==> src/hdl/schs_pkg.sv <==
// Package with constants and types for the serial channel host-service block.
package schs_pkg;

  // Register offsets on the plain register port.
  localparam logic [3:0] OFS_ICR       = 4'h0;
  localparam logic [3:0] OFS_IVR       = 4'h1;
  localparam logic [3:0] OFS_MODIFIED_VECTOR_REG      = 4'h2;
  localparam logic [3:0] OFS_GSR       = 4'h3;
  localparam logic [3:0] OFS_PORT_CONTROL_REG_A      = 4'h4;
  localparam logic [3:0] OFS_IER_A     = 4'h5;
  localparam logic [3:0] OFS_IER_B     = 4'h6;
  localparam logic [3:0] OFS_COUNTER_CONTROL_REG_A    = 4'h7;
  localparam logic [3:0] OFS_COUNTER_CONTROL_REG_B    = 4'h8;
  localparam logic [3:0] OFS_OMR_A     = 4'h9;
  localparam logic [3:0] OFS_OMR_B     = 4'ha;
  localparam logic [3:0] OFS_CHANNEL_MODE_REG_2_A    = 4'hb;
  localparam logic [3:0] OFS_CHANNEL_MODE_REG_2_B    = 4'hc;
  localparam logic [3:0] OFS_TPR_A     = 4'hd;
  localparam logic [3:0] OFS_TPR_B     = 4'he;

  // Field positions.
  localparam int ICR_MIE_A      = 1;
  localparam int ICR_MIE_B      = 0;
  localparam int ICR_VMOD       = 2;
  localparam int ICR_VPOS       = 3;
  localparam int ICR_VEC_LO     = 4;
  localparam int ICR_VEC_HI     = 5;
  localparam int ICR_PRI_LO     = 6;
  localparam int ICR_PRI_HI     = 7;
  localparam int COUNTER_CONTROL_REG_ZC_IE     = 7;
  localparam int PORT_CONTROL_REG_A_CHAIN     = 7;
  localparam int OMR_RX_FULL    = 3;
  localparam int OMR_TX_EMPTY   = 4;
  localparam int TPR_AUTO_EOM   = 4;
  localparam int CHANNEL_MODE_REG_2_DMA_LO    = 3;
  localparam int CHANNEL_MODE_REG_2_DMA_HI    = 5;
  localparam int RSR_EOM        = 7;
  // Interrupt enable register bit for each condition group.
  localparam int IER_EXT        = 0;
  localparam int IER_ERR        = 1;
  localparam int IER_TXR        = 2;
  localparam int IER_RXR        = 3;
  localparam int FIFO_DEPTH     = 4;

  // Reset values.
  localparam logic [7:0] RST_REG = 8'h00;

  // DMA mode encodings of the channel mode field.
  localparam logic [2:0] DMA_NONE = 3'h0;
  localparam logic [2:0] DMA_HSA  = 3'h1;
  localparam logic [2:0] DMA_HDA  = 3'h2;
  localparam logic [2:0] DMA_FSA  = 3'h3;
  localparam logic [2:0] DMA_FDA  = 3'h4;
  localparam logic [2:0] DMA_WAIT = 3'h5;

  // Per-channel status coming from the channel engines.
  typedef struct packed {
    logic [7:0] input_counter_status;
    logic [7:0] receiver_status;
    logic [7:0] tx_rx_status;
    logic [2:0] rx_count;
    logic [2:0] tx_count;
    logic       tx_enabled;
    logic       tc_reached;
    logic       head_eom;
  } schs_chan_stat_t;

  typedef enum logic [2:0] {
    ACK_IDLE  = 3'b001,
    ACK_OWN   = 3'b010,
    ACK_CHAIN = 3'b100
  } schs_ack_state_t;

endpackage : schs_pkg

==> src/hdl/schs_host_service.sv <==
// Host-service logic: interrupt merge, vectored acknowledge, DMA handshakes.
`timescale 1ns/1ps
`default_nettype none

module schs_host_service
  import schs_pkg::*;
(
  input  wire logic            clock,
  input  wire logic            reset,
  input  wire logic [3:0]      reg_addr,
  input  wire logic [7:0]      reg_wdata,
  input  wire logic            reg_write,
  input  wire logic            reg_read,
  output logic [7:0]           reg_rdata,
  input  wire schs_chan_stat_t chan_stat_a,
  input  wire schs_chan_stat_t chan_stat_b,
  input  wire logic            interrupt_ack_in_n,
  output logic                 interrupt_request_out_n,
  output logic                 transfer_ack_out_n,
  output logic [7:0]           vector_out,
  output logic                 vector_oe,
  output logic                 osc_or_ack_chain_out,
  output logic [1:0]           rx_or_shared_request_n,
  output logic [1:0]           tx_request_n,
  input  wire logic [1:0]      rx_or_shared_ack_n,
  input  wire logic [1:0]      tx_ack_n,
  input  wire logic            transfer_complete_in_n,
  input  wire logic            transfer_done_in_n,
  output logic                 transfer_done_n,
  output logic                 transfer_done_oe,
  input  wire logic            fifo_access,
  input  wire logic            fifo_write,
  input  wire logic            fifo_chan,
  output logic [1:0]           rx_pop,
  output logic [1:0]           tx_push,
  output logic [1:0]           frame_end_req
);

  logic [7:0] icr_r, ivr_r, port_control_reg_a_r;
  logic [7:0] ier_r [2];
  logic [7:0] counter_control_reg_r [2];
  logic [7:0] omr_r [2];
  logic [7:0] channel_mode_reg_2_r [2];
  logic [7:0] tpr_r [2];
  schs_chan_stat_t cs [2];
  assign cs[0] = chan_stat_a;
  assign cs[1] = chan_stat_b;

  // Pins from the bus pass two flip-flops before use.
  logic [6:0] sync1_r, sync2_r, sync_d_r;
  always_ff @(posedge clock) begin
    if (reset) begin
      sync1_r  <= 7'h7f;
      sync2_r  <= 7'h7f;
      sync_d_r <= 7'h7f;
    end else begin
      sync1_r  <= {transfer_done_in_n, transfer_complete_in_n, tx_ack_n,
                   rx_or_shared_ack_n, interrupt_ack_in_n};
      sync2_r  <= sync1_r;
      sync_d_r <= sync2_r;
    end
  end
  logic       iack_n, dtc_n, done_in_n;
  logic [1:0] rak_n, tak_n, rak_fall, tak_fall;
  assign iack_n    = sync2_r[0];
  assign rak_n     = sync2_r[2:1];
  assign tak_n     = sync2_r[4:3];
  assign dtc_n     = sync2_r[5];
  assign done_in_n = sync2_r[6];
  assign rak_fall  = sync_d_r[2:1] & ~rak_n;
  assign tak_fall  = sync_d_r[4:3] & ~tak_n;

  // Per-channel condition vectors: {receive_ready_cond, transmit_ready_cond, err, ext}.
  logic [3:0] cond [2];
  logic [3:0] act [2];
  logic [1:0] rx_rdy, tx_rdy;
  always_comb begin
    for (int c = 0; c < 2; c++) begin
      rx_rdy[c] = omr_r[c][OMR_RX_FULL] ? (cs[c].rx_count == 3'(FIFO_DEPTH))
                                         : (cs[c].rx_count != 3'h0);
      tx_rdy[c] = cs[c].tx_enabled &&
                  (omr_r[c][OMR_TX_EMPTY] ? (cs[c].tx_count == 3'h0)
                                          : (cs[c].tx_count != 3'(FIFO_DEPTH)));
      cond[c][0] = cs[c].input_counter_status[4] | cs[c].input_counter_status[5] |
                   (cs[c].input_counter_status[6] & counter_control_reg_r[c][COUNTER_CONTROL_REG_ZC_IE]);
      cond[c][1] = (|cs[c].receiver_status) | (|cs[c].tx_rx_status[7:3]);
      cond[c][2] = tx_rdy[c];
      cond[c][3] = rx_rdy[c];
      act[c] = cond[c] & {ier_r[c][IER_RXR], ier_r[c][IER_TXR],
                          ier_r[c][IER_ERR], ier_r[c][IER_EXT]};
    end
  end

  // Status layout: channel A in bits 3:0, channel B in bits 7:4.
  logic [7:0] gsr_live, gsr_r;
  logic       frozen;
  assign gsr_live = {cond[1], cond[0]};

  logic [1:0] chan_on;
  assign chan_on = {act[1] != 4'h0 && icr_r[ICR_MIE_B],
                    act[0] != 4'h0 && icr_r[ICR_MIE_A]};

  // Fixed order within a channel: error, receive, transmit, external.
  function automatic logic [1:0] pick(input logic [3:0] a);
    if (a[1]) pick = 2'h0;
    else if (a[3]) pick = 2'h1;
    else if (a[2]) pick = 2'h2;
    else pick = 2'h3;
  endfunction : pick

  logic       win_ch;
  logic [2:0] code;
  always_comb begin
    // Priority bit 7 set favours channel B; bit 6 is kept for software use.
    if (icr_r[ICR_PRI_HI]) win_ch = chan_on[1] ? 1'b1 : 1'b0;
    else win_ch = chan_on[0] ? 1'b0 : 1'b1;
    code = {win_ch, win_ch ? pick(act[1]) : pick(act[0])};
  end

  logic [7:0] modified_vector_reg_live, modified_vector_reg_r;
  always_comb begin
    modified_vector_reg_live = ivr_r;
    if (icr_r[ICR_VMOD]) begin
      if (icr_r[ICR_VPOS]) modified_vector_reg_live[4:2] = code;
      else modified_vector_reg_live[2:0] = code;
    end
  end

  // Status and vector are frozen while an acknowledge is in progress.
  logic pend_r;
  always_ff @(posedge clock) begin
    if (reset) begin
      gsr_r  <= RST_REG;
      modified_vector_reg_r <= RST_REG;
      pend_r <= 1'b0;
    end else if (!frozen) begin
      gsr_r  <= gsr_live;
      modified_vector_reg_r <= modified_vector_reg_live;
      pend_r <= |chan_on;
    end
  end

  always_ff @(posedge clock) begin
    if (reset) interrupt_request_out_n <= 1'b1;
    else interrupt_request_out_n <= ~pend_r;
  end

  // Acknowledge sequencer.
  schs_ack_state_t ack_r;
  logic            bus_ack;
  assign frozen = (ack_r != ACK_IDLE) || !iack_n;
  always_ff @(posedge clock) begin
    if (reset) begin
      ack_r                <= ACK_IDLE;
      vector_out           <= RST_REG;
      vector_oe            <= 1'b0;
      osc_or_ack_chain_out <= 1'b1;
    end else begin
      case (ack_r)
        ACK_IDLE: begin
          if (!iack_n) begin
            if (pend_r) begin
              ack_r      <= ACK_OWN;
              vector_oe  <= (icr_r[ICR_VEC_HI:ICR_VEC_LO] != 2'h0);
              vector_out <= icr_r[ICR_VMOD] ? modified_vector_reg_r : ivr_r;
            end else if (port_control_reg_a_r[PORT_CONTROL_REG_A_CHAIN]) begin
              ack_r                <= ACK_CHAIN;
              osc_or_ack_chain_out <= 1'b0;
            end
          end
        end
        ACK_OWN: begin
          if (iack_n) begin
            ack_r     <= ACK_IDLE;
            vector_oe <= 1'b0;
          end
        end
        ACK_CHAIN: begin
          if (iack_n) begin
            ack_r                <= ACK_IDLE;
            osc_or_ack_chain_out <= 1'b1;
          end
        end
        default: ack_r <= ACK_IDLE;
      endcase
    end
  end

  // DMA requests and single-address acknowledges.
  logic [2:0] mode [2];
  logic [1:0] rx_hold_r, tx_hold_r, shared_rx_r;
  logic [1:0] wait_ok;
  logic       wait_pend_r;
  always_comb begin
    for (int c = 0; c < 2; c++) mode[c] = channel_mode_reg_2_r[c][CHANNEL_MODE_REG_2_DMA_HI:CHANNEL_MODE_REG_2_DMA_LO];
  end

  always_ff @(posedge clock) begin
    if (reset) begin
      rx_or_shared_request_n <= 2'h3;
      tx_request_n           <= 2'h3;
      rx_hold_r              <= 2'h0;
      tx_hold_r              <= 2'h0;
      shared_rx_r            <= 2'h0;
      rx_pop                 <= 2'h0;
      tx_push                <= 2'h0;
      transfer_done_n        <= 1'b1;
      transfer_done_oe       <= 1'b0;
      frame_end_req          <= 2'h0;
    end else begin
      rx_pop        <= 2'h0;
      tx_push       <= 2'h0;
      frame_end_req <= 2'h0;
      if (!dtc_n) begin
        transfer_done_n  <= 1'b1;
        transfer_done_oe <= 1'b0;
      end
      for (int c = 0; c < 2; c++) begin
        if (!dtc_n || (rak_n[c] && tak_n[c] && !fifo_access)) begin
          rx_hold_r[c] <= 1'b0;
          tx_hold_r[c] <= 1'b0;
        end
        case (mode[c])
          DMA_HSA, DMA_HDA: begin
            // One shared request; receive takes precedence over transmit.
            shared_rx_r[c] <= rx_rdy[c];
            rx_or_shared_request_n[c] <= ~((rx_rdy[c] | tx_rdy[c]) & ~rx_hold_r[c]);
            tx_request_n[c] <= 1'b1;
          end
          DMA_FSA, DMA_FDA: begin
            shared_rx_r[c] <= 1'b1;
            rx_or_shared_request_n[c] <= ~(rx_rdy[c] & ~rx_hold_r[c]);
            tx_request_n[c] <= ~(tx_rdy[c] & ~tx_hold_r[c]);
          end
          default: begin
            rx_or_shared_request_n[c] <= 1'b1;
            tx_request_n[c] <= 1'b1;
            shared_rx_r[c] <= 1'b0;
          end
        endcase
        if (mode[c] == DMA_HSA || mode[c] == DMA_FSA) begin
          if (rak_fall[c]) begin
            if (shared_rx_r[c] || mode[c] == DMA_FSA) begin
              rx_pop[c] <= 1'b1;
              if (cs[c].rx_count == 3'h1) rx_hold_r[c] <= 1'b1;
              if (cs[c].head_eom && cs[c].receiver_status[RSR_EOM]) begin
                transfer_done_n  <= 1'b0;
                transfer_done_oe <= 1'b1;
              end
            end else begin
              tx_push[c] <= 1'b1;
              if (cs[c].tx_count == 3'(FIFO_DEPTH - 1)) rx_hold_r[c] <= 1'b1;
            end
          end
          if (mode[c] == DMA_FSA && tak_fall[c]) begin
            tx_push[c] <= 1'b1;
            if (cs[c].tx_count == 3'(FIFO_DEPTH - 1)) tx_hold_r[c] <= 1'b1;
          end
          if ((rak_fall[c] && mode[c] == DMA_HSA && !shared_rx_r[c]) ||
              (tak_fall[c] && mode[c] == DMA_FSA)) begin
            if (!done_in_n && tpr_r[c][TPR_AUTO_EOM]) frame_end_req[c] <= 1'b1;
            if (cs[c].tc_reached) begin
              transfer_done_n  <= 1'b0;
              transfer_done_oe <= 1'b1;
            end
          end
        end
        // Dual-address transfers are ordinary register port cycles.
        if ((mode[c] == DMA_HDA || mode[c] == DMA_FDA || mode[c] == DMA_WAIT ||
             mode[c] == DMA_NONE) && fifo_access && fifo_chan == 1'(c) &&
            wait_ok[c] && !wait_pend_r) begin
          if (fifo_write) tx_push[c] <= 1'b1;
          else rx_pop[c] <= 1'b1;
          if (fifo_write && cs[c].tx_count == 3'(FIFO_DEPTH - 1)) tx_hold_r[c] <= 1'b1;
          if (!fifo_write && cs[c].rx_count == 3'h1) rx_hold_r[c] <= 1'b1;
        end
      end
    end
  end

  // Wait-state handshake: the access stands until a slot or a character exists.
  always_comb begin
    for (int c = 0; c < 2; c++) begin
      wait_ok[c] = (mode[c] != DMA_WAIT) ||
                   (fifo_write ? (cs[c].tx_count != 3'(FIFO_DEPTH))
                               : (cs[c].rx_count != 3'h0));
    end
  end
  assign bus_ack = fifo_access && !wait_pend_r && wait_ok[fifo_chan];
  always_ff @(posedge clock) begin
    if (reset) begin
      transfer_ack_out_n <= 1'b1;
      wait_pend_r        <= 1'b0;
    end else begin
      if (ack_r == ACK_OWN) transfer_ack_out_n <= 1'b0;
      else transfer_ack_out_n <= ~bus_ack;
      wait_pend_r <= fifo_access && (wait_pend_r || bus_ack);
    end
  end

  // Register port.
  always_ff @(posedge clock) begin
    if (reset) begin
      icr_r  <= RST_REG;
      ivr_r  <= RST_REG;
      port_control_reg_a_r <= RST_REG;
      for (int c = 0; c < 2; c++) begin
        ier_r[c]  <= RST_REG;
        counter_control_reg_r[c] <= RST_REG;
        omr_r[c]  <= RST_REG;
        channel_mode_reg_2_r[c] <= RST_REG;
        tpr_r[c]  <= RST_REG;
      end
    end else if (reg_write) begin
      case (reg_addr)
        OFS_ICR:    icr_r     <= reg_wdata;
        OFS_IVR:    ivr_r     <= reg_wdata;
        OFS_PORT_CONTROL_REG_A:   port_control_reg_a_r    <= reg_wdata;
        OFS_IER_A:  ier_r[0]  <= reg_wdata;
        OFS_IER_B:  ier_r[1]  <= reg_wdata;
        OFS_COUNTER_CONTROL_REG_A: counter_control_reg_r[0] <= reg_wdata;
        OFS_COUNTER_CONTROL_REG_B: counter_control_reg_r[1] <= reg_wdata;
        OFS_OMR_A:  omr_r[0]  <= reg_wdata;
        OFS_OMR_B:  omr_r[1]  <= reg_wdata;
        OFS_CHANNEL_MODE_REG_2_A: channel_mode_reg_2_r[0] <= reg_wdata;
        OFS_CHANNEL_MODE_REG_2_B: channel_mode_reg_2_r[1] <= reg_wdata;
        OFS_TPR_A:  tpr_r[0]  <= reg_wdata;
        OFS_TPR_B:  tpr_r[1]  <= reg_wdata;
        default: ;
      endcase
    end
  end

  always_ff @(posedge clock) begin
    if (reset) reg_rdata <= RST_REG;
    else if (reg_read) begin
      case (reg_addr)
        OFS_ICR:    reg_rdata <= icr_r;
        OFS_IVR:    reg_rdata <= ivr_r;
        OFS_MODIFIED_VECTOR_REG:   reg_rdata <= modified_vector_reg_r;
        OFS_GSR:    reg_rdata <= gsr_r;
        OFS_PORT_CONTROL_REG_A:   reg_rdata <= port_control_reg_a_r;
        OFS_IER_A:  reg_rdata <= ier_r[0];
        OFS_IER_B:  reg_rdata <= ier_r[1];
        OFS_COUNTER_CONTROL_REG_A: reg_rdata <= counter_control_reg_r[0];
        OFS_COUNTER_CONTROL_REG_B: reg_rdata <= counter_control_reg_r[1];
        OFS_OMR_A:  reg_rdata <= omr_r[0];
        OFS_OMR_B:  reg_rdata <= omr_r[1];
        OFS_CHANNEL_MODE_REG_2_A: reg_rdata <= channel_mode_reg_2_r[0];
        OFS_CHANNEL_MODE_REG_2_B: reg_rdata <= channel_mode_reg_2_r[1];
        OFS_TPR_A:  reg_rdata <= tpr_r[0];
        OFS_TPR_B:  reg_rdata <= tpr_r[1];
        default:    reg_rdata <= RST_REG;
      endcase
    end else reg_rdata <= RST_REG;
  end

endmodule : schs_host_service

`default_nettype wire

==> config.mk <==
export PLATFORM = sky130hd
export DESIGN_NAME = schs_host_service
export DESIGN_NICKNAME = d
export VERILOG_FILES = /design/src/hdl/schs_pkg.sv /design/src/hdl/schs_host_service.sv
export SDC_FILE = /design/constraint.sdc
export NUM_CORES = 1
export LEC_CHECK = 0
export ABC_AREA = 1
export CELL_PAD_IN_SITES_DETAIL_PLACEMENT = 1
export CELL_PAD_IN_SITES_GLOBAL_PLACEMENT = 1
export CORE_MARGIN = 2
export CORE_UTILIZATION = 48
export DETAILED_ROUTE_END_ITERATION = 12
export DONT_BUFFER_PORTS = 1
export GPL_TIMING_DRIVEN = 0
export PLACE_DENSITY_LB_ADDON = 0.1
export SLEW_MARGIN = 20
export SYNTH_ARGS = -nofsm -noshare
export SYNTH_HDL_FRONTEND = slang
export SYNTH_SLANG_ARGS = --single-unit
==> constraint.sdc <==
create_clock -name clock -period 2.8 [get_ports clock]
set_input_delay 0.84 -clock clock [delete_from_list [all_inputs] [get_ports clock]]
set_output_delay 0.84 -clock clock [all_outputs]
set_load 0.02 [all_outputs]
==> run_results.csv <==
group,metric,value,unit
grt,antenna_found_initial,0,
die,num_rows,46,
timing,setup_violations,0,
timing,fmax,0.398,GHz
timing,finalHoldViolCount,0,
die,core,15800,um2
clocking,cts_max_level,4,
critical_path,cp.required,2840,ps
clocking,cts_buffers,17,
place,pre_cts_slack,-109,ps
yosys,synth-compound-area-share,15.9,%
place,dpl.hpwl,19100,um
grt,track_usage,30.7,%
grt,grtUsageMet2,52.0,%
yosys,synth.area.mux_share,0,%
critical_path,max_stage_delay,600,ps
die,design.die.area,17000,um2
yosys,synth_fp_nets,959,
timing,min_period,2520,ps
timing,post-route-period-util,89.8,%
drt,drt_first_pass_iters,5,
timing,drv_slew,0,
clocking,cts_tree,"built",
clocking,root_buffer,"clkbuf_16",
critical_path,crit_path_frequent_cell,"clkbuf_1",
min_path,min_delay_path_depth,1,
cells_and_area,drive_above_1_share,9.12,%
grt,first_global_vias,6760,
grt,grt_use_met3,6.60,%
place,portBuffers,0,
place,globalplace.congestion,0.886,
timing,setup_ws,284,ps
clocking,post_cts_resize_count,0,
yosys,synthArstFlopShare,0,%
run_status,outcome,"finished, final reports clean",
yosys,ys_types,46,
die,die_h,130,um
cells_and_area,layout.nets,978,
grt,grt.overflow.total,0,
yosys,synth_edf_count,80,
drt,drtAntennaViolNets,0,
cells_and_area,seq_area,4420,um2
critical_path,worst-r2r-cell-count,11,
place,place_area,7940,um2
yosys,synth_area,7660,um2
timing,worst_pin_slew,1030,ps
grt,busiest_layer,"met2",
cells_and_area,diodes,0,
clocking,clk_latency,450,ps
yosys,synth_seq_area_share,57.7,%
cells_and_area,multiInputGateArea,2750,um2
run,cap_violations,0,
die,ios,124,
drt,drt_iter0_drc,555,
pwr,p_sw,1.70,mW
yosys,yosys.area_share.adder,0,%
min_path,min_to,"sync2_r[2]$_SDFF_PP1_",
yosys,yosysMostFrequentCell,"nand2_1",
yosys,synth-xor-area-share,0,%
yosys,synthTopCellsByCount,"nand2_1, dfxtp_1, nor2_1",
yosys,ys_ff_latch,181,
grt,grt_pass1_wl,37900,um
cells_and_area,fill_cells,1893,
cells_and_area,fin_area,8500,um2
clocking,postCtsSetupRepairBufs,0,
yosys,synth_flop_cell,"dfxtp_1",
yosys,synth_area_per_cell,8.84,um2
pwr,pwr-share-clk,39.1,%
yosys,synthSimpleGateAreaFrac,19.9,%
drt,drc_errors,0,
drt,detail_route.wirelength,25400,um
critical_path,arrival,2550,ps
min_path,hp-class,"reg2reg",
die,die_w,130,um
critical_path,crit_chain,"inv_1, clkbuf_1, clkbuf_1, o21ai_1",
critical_path,crit_path_end_kind,"register",
timing,tns,0,ps
grt,grt_max_degree,18,
critical_path,crit_type,"in2reg",
critical_path,crit_path_start,"reset",
pwr,p_comb_share,10.2,%
pwr,ir_drop,521,uV
drt,wl_per_cell,22.8,um
clocking,cts_sinks,181,
clocking,cts_hold_buf,0,
min_path,worstHoldStart,"sync1_r[2]$_SDFF_PP1_",
critical_path,cp-start-kind,"primary input",
pwr,cellPowerDensity,712,nW/um2
timing,grt_setup_unrepaired,"no",
critical_path,worstReg2RegEnd,"modified_vector_reg_r[3]$_SDFFE_PP0N_",
critical_path,r2r_start,"omr_r[0][12]$_DFFE_PP_",
timing,clock_skew,14.3,ps
clocking,path_clk_slew,70,ps
pwr,switching_share,28.0,%
timing,max_slew_margin,31.1,%
yosys,syn_inst,867,
drt,routed_via_density,5.89,
drt,routed-via-count,6562,
yosys,ys_warn_count,0,
yosys,synth_top_family_by_area,"simple AND/OR/NAND/NOR gates",
yosys,synthTopCellsByArea,"edfxtp_1, dfxtp_1, nand2_1",
yosys,synthDominantCellAreaShare,31.3,%
critical_path,worstPathMaxFanout,10,
cells_and_area,areaGrowthSynthToFinish,10.9,%
clocking,clock_path_buffers,2,
yosys,yosysTopAreaCell,"edfxtp_1",
place,placedCellCount,1083,
pwr,seqPwrFrac,50.7,%
critical_path,ff2ff_setup_slack,970,ps
pwr,p_int,4.36,mW
pwr,p_leak,3.33,nW
critical_path,cp_slowest_cell,"clkbuf_1",
die,floorplan.initialDensity,48.6,%
cells_and_area,final_cells,1115,
grt,grt_util_met1,39.0,%
pwr,finalPower,6.05,mW
## logic make-up after synthesis
logic type      after synthesis
simple gates                359
flops                       181
compound gates              201
buf+inv                     126
## power groups by stage
stage	clock, mW	combinational, mW	sequential, mW
2_1_floorplan	0	0.411	3.08
3_3_place_gp	0	0.573	3.11
3_5_place_dp	0	0.600	3.12
4_1_cts	2.37	0.608	3.07
5_1_grt	2.48	0.676	3.08
6_report	2.37	0.616	3.07
## worst max-delay path, delay by kind of cell
family                 cells  cell delay, ps
AOI/OAI and AO/OA          1             560
buffers and inverters      3            1140
## worst max-delay path by stage
stage	to	slack, ps	cells after the start
3_3_place_gp	channel_mode_reg_2_r[0][2]$_DFFE_PP_	-260	4
4_1_cts	omr_r[0][2]$_DFFE_PP_	350	4
5_1_grt	omr_r[0][1]$_DFFE_PP_	130	4
6_report	omr_r[0][2]$_DFFE_PP_	280	4
2_1_floorplan	ier_r[0][0]$_DFFE_PP_	470	5
3_5_place_dp	omr_r[0][2]$_DFFE_PP_	-110	4
## final cells by class
class	count	share of cell area, %
clock buffer	19	5.21
clock inverter	13	1.46
multi-input combinational	560	32.3
inverter	105	4.64
sequential	181	52.0
buffer	21	1.15
tap	216	3.18
## stage by stage
stage | hold slack, ps | util [%]
CTS | 413 | 53.9
global placement | 394 | 50.3
global route | 431 | 53.9
finish | 412 | 53.9
detailed placement | 401 | 50.3
floorplan | 389 | -
## placed cells by master, fill, tap and decap left out, drive strengths merged, types with 2 or more instances in the layout
master,instances
a211oi,3
a21oi,61
a221oi,17
a22o,3
a31oi,16
a32o,2
a32oi,2
a41oi,5
buf,9
clkbuf,31
clkinv,8
dfxtp,101
edfxtp,80
inv,108
nand2,176
nand3,49
nand4,9
nor2,100
nor3,6
nor4,2
o211ai,5
o21ai,78
o22ai,3
or2,16
## layer usage
layer | vias up | part of all wire [%]
met4 | 0 | 2.6
met2 | 250 | 49
met3 | 38 | 6.9
met1 | 3280 | 42
li1 | 2994 | -
met5 | - | 0
## sequential cells by signal, summed over array words and instances, names as in the netlist, 16 cells and up
| name | cells |
|---|---|
| counter_control_reg_r | 16 |
| omr_r | 16 |
| tpr_r | 16 |
| ier_r | 16 |
| channel_mode_reg_2_r | 16 |
Note: power is estimated with default switching activity, not from simulation.
